**config.mk**
```make
export PLATFORM = sky130hd
export DESIGN_NAME = ccu_unit
export DESIGN_NICKNAME = d
export VERILOG_FILES = /design/src/ccu_pkg.sv /design/src/ccu_trig_if.sv /design/src/ccu_trig.sv /design/src/ccu_unit.sv
export SDC_FILE = /design/constraint.sdc
export NUM_CORES = 1
export LEC_CHECK = 0
export ABC_CLOCK_PERIOD_IN_PS = 6000
export BUFFER_PORTS_ARGS = -buffer_cell sky130_fd_sc_hd__buf_2
export CAP_MARGIN = 20
export CORE_ASPECT_RATIO = 0.6
export CORE_MARGIN = 2
export CORE_UTILIZATION = 45
export DETAILED_ROUTE_END_ITERATION = 6
export PLACE_DENSITY_LB_ADDON = 0.1
export RECOVER_POWER = 100
export REMOVE_ABC_BUFFERS = 1
export SLEW_MARGIN = 20
export SYNTH_ARGS = -nofsm -noshare
export SYNTH_HDL_FRONTEND = slang
export SYNTH_HIERARCHICAL = 1
export SYNTH_SLANG_ARGS = --single-unit
export TNS_END_PERCENT = 1
```
**constraint.sdc**
```tcl
create_clock -name clk_i -period 6 [get_ports clk_i]
set_input_delay 0.6 -clock clk_i [delete_from_list [all_inputs] [get_ports clk_i]]
set_output_delay 0.6 -clock clk_i [all_outputs]
set_load 0.005 [all_outputs]
```
**src/ccu_pkg.sv**
```systemverilog
// ccu_pkg: shared constants, modes and decode helpers of the ccu block
package ccu_pkg;

  // ---------------------------------------------------------------------
  // widths
  // ---------------------------------------------------------------------
  localparam int unsigned ADDR_W  = 3;
  localparam int unsigned DATA_W  = 8;
  localparam int unsigned TIMER_W = 16;
  localparam int unsigned SRC_N   = 8;
  localparam int unsigned DUTY_W  = 10;

  // ---------------------------------------------------------------------
  // register offsets (one byte register per address)
  // ---------------------------------------------------------------------
  localparam logic [2:0] ADDR_UNIT_CONTROL         = 3'h0;
  localparam logic [2:0] ADDR_CAPTURE_INPUT_SELECT = 3'h1;
  localparam logic [2:0] ADDR_VALUE_LOW_BYTE       = 3'h2;
  localparam logic [2:0] ADDR_VALUE_HIGH_REGISTER  = 3'h3;
  localparam logic [2:0] ADDR_EVENT_STATUS         = 3'h4;

  // ---------------------------------------------------------------------
  // field positions
  // ---------------------------------------------------------------------
  localparam int unsigned CTL_EN_BIT   = 7;
  localparam int unsigned CTL_OUT_BIT  = 5;
  localparam int unsigned CTL_FMT_BIT  = 4;
  localparam int unsigned STS_FLAG_BIT = 0;

  // ---------------------------------------------------------------------
  // values after reset
  // ---------------------------------------------------------------------
  localparam logic [7:0] RST_UNIT_CONTROL         = 8'h00;
  localparam logic [7:0] RST_CAPTURE_INPUT_SELECT = 8'h00;
  localparam logic [7:0] RST_VALUE_LOW_BYTE       = 8'h00;
  localparam logic [7:0] RST_VALUE_HIGH_REGISTER  = 8'h00;

  // ---------------------------------------------------------------------
  // prescaler terminal counts (edges minus one)
  // ---------------------------------------------------------------------
  localparam logic [3:0] PRESCALE_4_LAST  = 4'h3;
  localparam logic [3:0] PRESCALE_16_LAST = 4'hF;

  // ---------------------------------------------------------------------
  // mode codes
  // ---------------------------------------------------------------------
  typedef enum logic [3:0] {
    MODE_OFF           = 4'h0,
    MODE_CMP_TOG_CLR   = 4'h1,
    MODE_CMP_TOG       = 4'h2,
    MODE_CAP_BOTH      = 4'h3,
    MODE_CAP_FALL      = 4'h4,
    MODE_CAP_RISE      = 4'h5,
    MODE_CAP_RISE4     = 4'h6,
    MODE_CAP_RISE16    = 4'h7,
    MODE_CMP_SET       = 4'h8,
    MODE_CMP_CLR       = 4'h9,
    MODE_CMP_PULSE     = 4'hA,
    MODE_CMP_PULSE_CLR = 4'hB,
    MODE_PWM_0         = 4'hC,
    MODE_PWM_1         = 4'hD,
    MODE_PWM_2         = 4'hE,
    MODE_PWM_3         = 4'hF
  } ccu_mode_type;

  // decoders used by the unit; is_capture also by the trigger front end
  function automatic logic is_capture(input logic [3:0] m);
    return (m >= MODE_CAP_BOTH) && (m <= MODE_CAP_RISE16);
  endfunction

  function automatic logic is_compare(input logic [3:0] m);
    return (m == MODE_CMP_TOG_CLR) || (m == MODE_CMP_TOG) ||
           ((m >= MODE_CMP_SET) && (m <= MODE_CMP_PULSE_CLR));
  endfunction

  function automatic logic is_pwm(input logic [3:0] m);
    return m[3] & m[2];
  endfunction

endpackage

```
**src/ccu_trig_if.sv**
```systemverilog
// ccu_trig_if: mode, trigger select and capture event between unit parts
`timescale 1ns/1ps
interface ccu_trig_if;
  logic [3:0] mode;
  logic [2:0] sel;
  logic       cap_evt;

  modport unit (output mode, output sel, input  cap_evt);
  modport trig (input  mode, input  sel, output cap_evt);
endinterface

```
**src/ccu_trig.sv**
```systemverilog
// ccu_trig: capture source sync, select, edge detect and edge prescaler
`timescale 1ns/1ps
module ccu_trig (
  // clock and reset
  input  wire logic       clk_i,
  input  wire logic       resetn_i,
  // raw trigger sources, index equals select code
  input  wire logic [7:0] src_i,
  // link to the unit
  ccu_trig_if.trig        bus
);

  typedef struct packed {
    logic [7:0] sync1;
    logic [7:0] sync2;
    logic       prev;
    logic [3:0] cnt;
    logic       evt;
  } ccu_trig_state_type;

  ccu_trig_state_type q_ff;
  ccu_trig_state_type nxt_q;
  logic               lvl;
  logic               rise;
  logic               fall;

  // ---------------------------------------------------------------------
  // next state
  // ---------------------------------------------------------------------
  // sync1 feeds only sync2; the mux looks at the second stage alone
  always_comb begin
    nxt_q       = q_ff;
    nxt_q.sync1 = src_i;
    nxt_q.sync2 = q_ff.sync1;
    lvl         = q_ff.sync2[bus.sel];
    rise        = lvl & ~q_ff.prev;
    fall        = ~lvl & q_ff.prev;
    nxt_q.prev  = lvl;
    nxt_q.evt   = 1'b0;
    if (!ccu_pkg::is_capture(bus.mode)) begin
      nxt_q.cnt = 4'h0;   // off or other modes drop prescaler progress
    end
    if (bus.mode == ccu_pkg::MODE_CAP_BOTH) begin
      nxt_q.evt = rise | fall;
    end
    if (bus.mode == ccu_pkg::MODE_CAP_FALL) begin
      nxt_q.evt = fall;
    end
    if (bus.mode == ccu_pkg::MODE_CAP_RISE) begin
      nxt_q.evt = rise;
      nxt_q.cnt = 4'h0;
    end
    if ((bus.mode == ccu_pkg::MODE_CAP_RISE4 ||
         bus.mode == ccu_pkg::MODE_CAP_RISE16) && rise) begin
      // >= keeps a stale count from a 16 mode from stalling the 4 mode
      if (q_ff.cnt >= ((bus.mode == ccu_pkg::MODE_CAP_RISE4) ?
                       ccu_pkg::PRESCALE_4_LAST :
                       ccu_pkg::PRESCALE_16_LAST)) begin
        nxt_q.evt = 1'b1;
        nxt_q.cnt = 4'h0;
      end else begin
        nxt_q.cnt = q_ff.cnt + 4'h1;
      end
    end
  end

  // state register
  always_ff @(posedge clk_i or negedge resetn_i) begin
    if (!resetn_i) begin
      q_ff <= '0;
    end else begin
      q_ff <= nxt_q;
    end
  end

  assign bus.cap_evt = q_ff.evt;
endmodule // ccu_trig

```
**src/ccu_unit.sv**
```systemverilog
// ccu_unit: capture/compare/pwm unit with its register port
//
// Overview of operation
// - codes 1100-1111 run pwm on period timer
// - code 0000 turns off, clears state
// - 1010 match gives one low-high-low pulse
// - 1001 match drives output low
// - 1000 match drives output high
// - 0010 match toggles output
// - 0001 match toggles output, clears timer
// - 0100 captures on falling trigger edges
// - 0011 captures on both trigger edges
// - every event sets flag, fires converter trigger
// - three-bit field selects capture source
// - select register bits 7:3 read zero
// - capture loads low value with timer low
// - compare matches low value to timer low
// - right-aligned pwm: low value gives bits 7:0
// - left-aligned pwm: low bits 7:6 only
// - high value supplies upper pwm bits
// - high value captures, matches timer high
//
// The plain strobed port and the placing of the registers were left to the implementer.
`timescale 1ns/1ps
module ccu_unit (
  // clock and reset
  input  wire logic        clk_i,
  input  wire logic        resetn_i,
  // register port
  input  wire logic [2:0]  addr_i,
  input  wire logic [7:0]  wdata_i,
  input  wire logic        wr_i,
  input  wire logic        rd_i,
  output logic      [7:0]  rdata_o,
  // timers
  input  wire logic [15:0] sixteen_bit_timer_i,
  input  wire logic [7:0]  period_timer_i,
  input  wire logic [1:0]  period_fine_i,
  input  wire logic        period_reload_i,
  // capture sources
  input  wire logic        remapped_input_pin_i,
  input  wire logic        comparator_one_output_i,
  input  wire logic        comparator_two_output_i,
  input  wire logic        pin_change_event_i,
  input  wire logic [3:0]  logic_cell_output_i,
  // unit outputs
  output logic             unit_out_o,
  output logic             timer_clear_o,
  output logic             adc_trigger_o,
  output logic             unit_event_flag_o
);

  typedef struct packed {
    logic       en;
    logic       fmt;
    logic [3:0] mode;
    logic [2:0] sel;
    logic [7:0] val_lo;
    logic [7:0] val_hi;
    logic       flag;
    logic       out;
    logic       match_prev;
    logic       pulse;
    logic       tmr_clr;
    logic       adc_trig;
    logic [7:0] rdata;
    logic [9:0] duty;
  } ccu_unit_state_type;

  ccu_unit_state_type   q_ff;
  ccu_unit_state_type   nxt_q;
  ccu_pkg::ccu_mode_type eff_mode;
  logic                 match;
  logic                 cmp_evt;
  logic                 cap_evt;
  logic                 pwm_evt;
  logic                 any_evt;
  logic [9:0]           pwm_duty;
  logic [7:0]           src;

  ccu_trig_if trig_bus ();

  assign src = {logic_cell_output_i, pin_change_event_i,
                comparator_two_output_i, comparator_one_output_i,
                remapped_input_pin_i};

  // ---------------------------------------------------------------------
  // capture trigger front end
  // ---------------------------------------------------------------------
  ccu_trig u_trig (
    .clk_i    (clk_i),
    .resetn_i (resetn_i),
    .src_i    (src),
    .bus      (trig_bus.trig)
  );

  // a disabled unit behaves as if the mode were off
  assign eff_mode       = q_ff.en ? ccu_pkg::ccu_mode_type'(q_ff.mode)
                                  : ccu_pkg::MODE_OFF;
  assign trig_bus.mode  = eff_mode;
  assign trig_bus.sel   = q_ff.sel;
  assign cap_evt        = trig_bus.cap_evt & ccu_pkg::is_capture(eff_mode);

  // full 16-bit compare against both value bytes
  assign match   = sixteen_bit_timer_i == {q_ff.val_hi, q_ff.val_lo};
  // only the first cycle of a match counts, a stopped timer fires once
  assign cmp_evt = ccu_pkg::is_compare(eff_mode) & match & ~q_ff.match_prev;
  assign pwm_evt = ccu_pkg::is_pwm(eff_mode) & period_reload_i;
  assign any_evt = cmp_evt | cap_evt | pwm_evt;

  // right format uses high bits 1:0 over the full low byte
  // left format uses low bits 7:6 only
  // left format takes all eight high bits
  assign pwm_duty = q_ff.fmt ? {q_ff.val_hi, q_ff.val_lo[7:6]}
                             : {q_ff.val_hi[1:0], q_ff.val_lo};

  // ---------------------------------------------------------------------
  // next state
  // ---------------------------------------------------------------------
  always_comb begin
    nxt_q          = q_ff;
    nxt_q.tmr_clr  = 1'b0;
    nxt_q.pulse    = 1'b0;
    nxt_q.rdata    = 8'h00;
    nxt_q.match_prev = ccu_pkg::is_compare(eff_mode) & match;

    // software writes first, hardware updates below win
    if (wr_i) begin
      unique case (addr_i)
        ccu_pkg::ADDR_UNIT_CONTROL: begin
          nxt_q.en   = wdata_i[ccu_pkg::CTL_EN_BIT];
          nxt_q.fmt  = wdata_i[ccu_pkg::CTL_FMT_BIT];
          nxt_q.mode = wdata_i[3:0];
        end
        ccu_pkg::ADDR_CAPTURE_INPUT_SELECT: nxt_q.sel = wdata_i[2:0];
        ccu_pkg::ADDR_VALUE_LOW_BYTE:       nxt_q.val_lo = wdata_i;
        ccu_pkg::ADDR_VALUE_HIGH_REGISTER:  nxt_q.val_hi = wdata_i;
        ccu_pkg::ADDR_EVENT_STATUS: begin
          if (wdata_i[ccu_pkg::STS_FLAG_BIT]) begin
            nxt_q.flag = 1'b0;          // write one to clear
          end
        end
        default: ;                      // unmapped offsets ignore writes
      endcase
    end

    // read data appear in the cycle after the strobe only
    if (rd_i) begin
      unique case (addr_i)
        ccu_pkg::ADDR_UNIT_CONTROL: begin
          // output bit shows the live level
          nxt_q.rdata = {q_ff.en, 1'b0, q_ff.out, q_ff.fmt, q_ff.mode};
        end
        ccu_pkg::ADDR_CAPTURE_INPUT_SELECT: nxt_q.rdata = {5'h00, q_ff.sel};
        ccu_pkg::ADDR_VALUE_LOW_BYTE:       nxt_q.rdata = q_ff.val_lo;
        ccu_pkg::ADDR_VALUE_HIGH_REGISTER:  nxt_q.rdata = q_ff.val_hi;
        ccu_pkg::ADDR_EVENT_STATUS:         nxt_q.rdata = {7'h00, q_ff.flag};
        default:                            nxt_q.rdata = 8'h00;
      endcase
    end

    // capture wins over a same-cycle software write
    // high byte captured together with the low byte
    if (cap_evt) begin
      nxt_q.val_lo = sixteen_bit_timer_i[7:0];
      nxt_q.val_hi = sixteen_bit_timer_i[15:8];
    end

    // a running pulse always ends after one cycle high
    if (q_ff.pulse) begin
      nxt_q.out = 1'b0;
    end

    // compare actions
    if (cmp_evt) begin
      if (eff_mode == ccu_pkg::MODE_CMP_TOG ||
          eff_mode == ccu_pkg::MODE_CMP_TOG_CLR) begin
        nxt_q.out     = ~q_ff.out;
        nxt_q.tmr_clr = eff_mode == ccu_pkg::MODE_CMP_TOG_CLR;
      end
      if (eff_mode == ccu_pkg::MODE_CMP_SET) begin
        nxt_q.out = 1'b1;
      end
      if (eff_mode == ccu_pkg::MODE_CMP_CLR) begin
        nxt_q.out = 1'b0;
      end
      if (eff_mode == ccu_pkg::MODE_CMP_PULSE ||
          eff_mode == ccu_pkg::MODE_CMP_PULSE_CLR) begin
        nxt_q.out     = 1'b1;
        nxt_q.pulse   = 1'b1;
        nxt_q.tmr_clr = eff_mode == ccu_pkg::MODE_CMP_PULSE_CLR;
      end
    end

    // pwm on period timer, duty latched at period start
    if (ccu_pkg::is_pwm(eff_mode)) begin
      if (period_reload_i) begin
        nxt_q.duty = pwm_duty;
        nxt_q.out  = pwm_duty != 10'h000;
      end else if ({period_timer_i, period_fine_i} >= q_ff.duty) begin
        nxt_q.out = 1'b0;
      end
    end

    // off clears all internal state except registers
    if (eff_mode == ccu_pkg::MODE_OFF) begin
      nxt_q.out        = 1'b0;
      nxt_q.match_prev = 1'b0;
      nxt_q.pulse      = 1'b0;
      nxt_q.duty       = 10'h000;
    end

    // set wins over a same-cycle clear
    nxt_q.adc_trig = any_evt;
    if (any_evt) begin
      nxt_q.flag = 1'b1;
    end
  end

  // state register
  always_ff @(posedge clk_i or negedge resetn_i) begin
    if (!resetn_i) begin
      q_ff        <= '0;
      q_ff.en     <= ccu_pkg::RST_UNIT_CONTROL[ccu_pkg::CTL_EN_BIT];
      q_ff.fmt    <= ccu_pkg::RST_UNIT_CONTROL[ccu_pkg::CTL_FMT_BIT];
      q_ff.mode   <= ccu_pkg::RST_UNIT_CONTROL[3:0];
      q_ff.sel    <= ccu_pkg::RST_CAPTURE_INPUT_SELECT[2:0];
      q_ff.val_lo <= ccu_pkg::RST_VALUE_LOW_BYTE;
      q_ff.val_hi <= ccu_pkg::RST_VALUE_HIGH_REGISTER;
    end else begin
      q_ff <= nxt_q;
    end
  end

  // every output straight from the state register
  assign rdata_o           = q_ff.rdata;
  assign unit_out_o        = q_ff.out;
  assign timer_clear_o     = q_ff.tmr_clr;
  assign adc_trigger_o     = q_ff.adc_trig;
  assign unit_event_flag_o = q_ff.flag;
endmodule // ccu_unit

```
==> impl_metrics.toml <==
[clock_tree]
cts_buffers = 9
path_clk_slew_ns = 0.06
cts.path.max_buffers = 2
cts.htree.levels = 3
numClockSinks = 71
postCtsSetupRepairBufs = 0
cts_hold_buf = 0
clockRootBuffer = "clkbuf_16"
cts_tree = "built"
worstSkewPairLatency_ns = 0.34
ctsResizeCount = 0

[sta]
tns_ns = 0
max_freq_mhz = 306
rsz0062_at_grt = "false"
slew_headroom_pct = -15.0
worst_pin_slew_ns = 1.71
hold_viol_final = 0
finalSetupViolations = 0
finClkSkew_ns = 0.00462
fin_crit_sh_pct = 54.5
period_needed_ns = 3.27
slew_violations = 9

[routing]
drc = 0
wirelength_mm = 9.33
drt_iter0_drc = 202
ant_nets = 0
routedWlPerCell_um = 18.0
num_vias = 2825
viasPerCell = 5.45
first_pass_iters = 4

[placed_design]
placed_cells = 502
hpwl_mm = 6.76
port_buffers = 61
gp_congestion = 0.815

[synth]
synthCells = 352
yosysTopAreaCellShare_pct = 46.3
yosysMostFrequentCell = "dfrtp_1"
async_flop_share_pct = 100
yosys.area.top_type = "dfrtp_1"
ys_ff_latch = 71
dominantRegCellSynth = "dfrtp_1"
synthTopCellsByArea = "dfrtp_1 46%, mux2i_1 8.6%, ha_1 4.9%, mux2_2 3.5%, nor2_1 3.1%"
ys_seq_area_share_pct = 46.3
synth_area_um2 = 3840
ys_warn_count = 6
synth-edff-count = 0
synth_cell_types = 55
synthTopCellsByCount = "71 x dfrtp_1, 33 x mux2i_1, 32 x nor2_1, 23 x a21oi_1, 16 x nand2_1"
syn_area_per_cell_um2 = 10.9

[power]
switchingPower_mw = 0.587
peakVddDrop_mv = 0.216
pwr-share-comb_pct = 25.0
total_power_mw = 1.65
switching_share_pct = 35.5
power.internal_mw = 1.07
p_seq_share_pct = 44.8
total_leakage_power_nw = 2.00
p_per_area_nw_per_um2 = 377
pwr-share-clk_pct = 30.2

[floorplanning]
die_y_um = 75.5
core_region_area_um2 = 8390
die_w_um = 123
rows = 26
dieArea_um2 = 9300
ioPinCount = 62
start_util_pct = 45.7

[setup_path]
crit_fanout = 4
slowest_stage = "a2111oi_0"
arrival_ns = 3.54
path_class = "reg2reg"
critPathLaunchType = "register"
critical-path-max-stage-delay_ns = 1.01
cp-end-kind = "register"
crit_chain = "mux4_1 > mux2i_1 > clkinv_1 > ha_1 > and3_1 > a2111oi_0 > a221o_1"
required_ns = 6.27

[run]
drv_cap = 1

[cells_and_area]
fin_util_pct = 52.3
drive_above_1_share_pct = 20.4
register_area_um2 = 1780
antennaDiodeCount = 0
nFillCells = 778
multi_input_area_um2 = 1820
layout.cells.non_filler = 518
synthToLayoutAreaGrowth_pct = 14.4
nNetsFinal = 466

[worst_hold_path]
hold_path_class = "reg2reg"

[global_routing]
grt_util_all_layers_pct = 21.8
grt.overflow.total = 0
grt_pass1_wl_mm = 14.7
grt_max_degree = 72
grt_pass1_vias = 2652
antenna_found_initial = 0

[outcome]
outcome = "finished with violations"
violations = "capacitance limit, slew limit"
==> state kept, by name, indices dropped and copies added (netlist names) <==
| signal | count |
|---|---|
| q_ff | 34 |
| u_trig/q_ff | 13 |
| rdata_o | 8 |
| u_trig/nxt_q | 8 |
| trig_bus.sel | 3 |
| adc_trigger_o | 1 |
| timer_clear_o | 1 |
| u_trig/bus.cap_evt | 1 |
| unit_event_flag_o | 1 |
| unit_out_o | 1 |
==> logic make-up (layout without fill, tap and decap cells) <==
kind of cell             after synthesis  after routing  synth area share, %
AND/OR/NAND/NOR                       93             93                 13.1
adder cells (fa/ha/maj)               15             15                 4.89
multiplexers                          50             50                 15.0
buffers and inverters                 40             94                 5.28
AO/OA/AOI/OAI                         64             64                 11.0
XOR/XNOR                              19             19                 4.34
flip-flops                            71             71                 46.3
==> critical path: cells and delay by family, from the launching register on <==
| family | cells | cell delay (ns) |
|---|---|---|
| AOI/OAI and AO/OA | 2 | 1.29 |
| muxes | 2 | 0.92 |
| DFF | 1 | 0.42 |
| adders and majority gates | 1 | 0.23 |
| and+or+nand+nor | 1 | 0.19 |
| buffers and inverters | 1 | 0.16 |
==> final timing paths <==
check | start | endpoint | slack [ns] | cells past startpoint
max | trig_bus.sel[0] | u_trig/q_ff[3] | 2.73 | 7
min | u_trig/nxt_q[12] | u_trig/q_ff[12] | 0.35 | 0
max reg2reg | trig_bus.sel[0] | u_trig/q_ff[3] | 2.73 | 7
min reg2reg | u_trig/nxt_q[12] | u_trig/q_ff[12] | 0.35 | 0
max in group asynchronous | resetn_i | q_ff[21] | 4.93 | 2
min in group asynchronous | resetn_i | u_trig/q_ff[3] | 0.45 | 2
==> power groups by stage <==
stage	Sequential, mW	Combinational, mW	Clock (mW)
final	0.741	0.414	0.500
after detailed placement	0.747	0.422	0
after CTS	0.738	0.426	0.510
after global placement	0.743	0.419	0
after floorplan	0.685	0.306	0
after global routing	0.758	0.464	0.530
==> per-stage QoR <==
step                      hold WS [ns]  instance area (um^2)  setup WS [ns]
after floorplan                  0.304                  3690           3.80
after global placement           0.336                  4150           3.54
after detailed placement         0.336                  4150           3.50
after CTS                        0.349                  4430           3.48
after global routing             0.349                  4390           2.48
final                            0.347                  4390           2.73
==> layer usage <==
metal / track usage [%] / wire [um] / vias to the layer above
met4: 5.30 / 72 / 0
met3: 6.66 / 714 / 7
met5: 0 / 0 / -
met1: 34.1 / 4880 / 1363
li1: - / - / 1361
met2: 28.8 / 3670 / 94
==> cell usage in the layout, fill, tap and decap left out, drive strengths merged, types with 6 or more instances in the layout <==
master  synthesis  final
o21ai          13     13
clkbuf         10     21
nor2           32     32
xor2           13     13
a31oi           7      7
buf            15     51
nor4            8      8
a21oi          23     23
dfrtp          71     71
mux2i          34     34
nand2          16     16
inv            15     15
mux2           12     12
xnor2           6      6
ha             15     15
==> cell type report <==
class / count / share of cell area, %
clock buffer: 9 / 5.13
multi-input combinational: 241 / 41.6
sequential: 71 / 40.5
inverter: 15 / 1.28
clock inverter: 7 / 1.34
timing repair buffer: 63 / 6.96
tap: 112 / 3.19
Note: power is estimated with default switching activity, not from simulation.
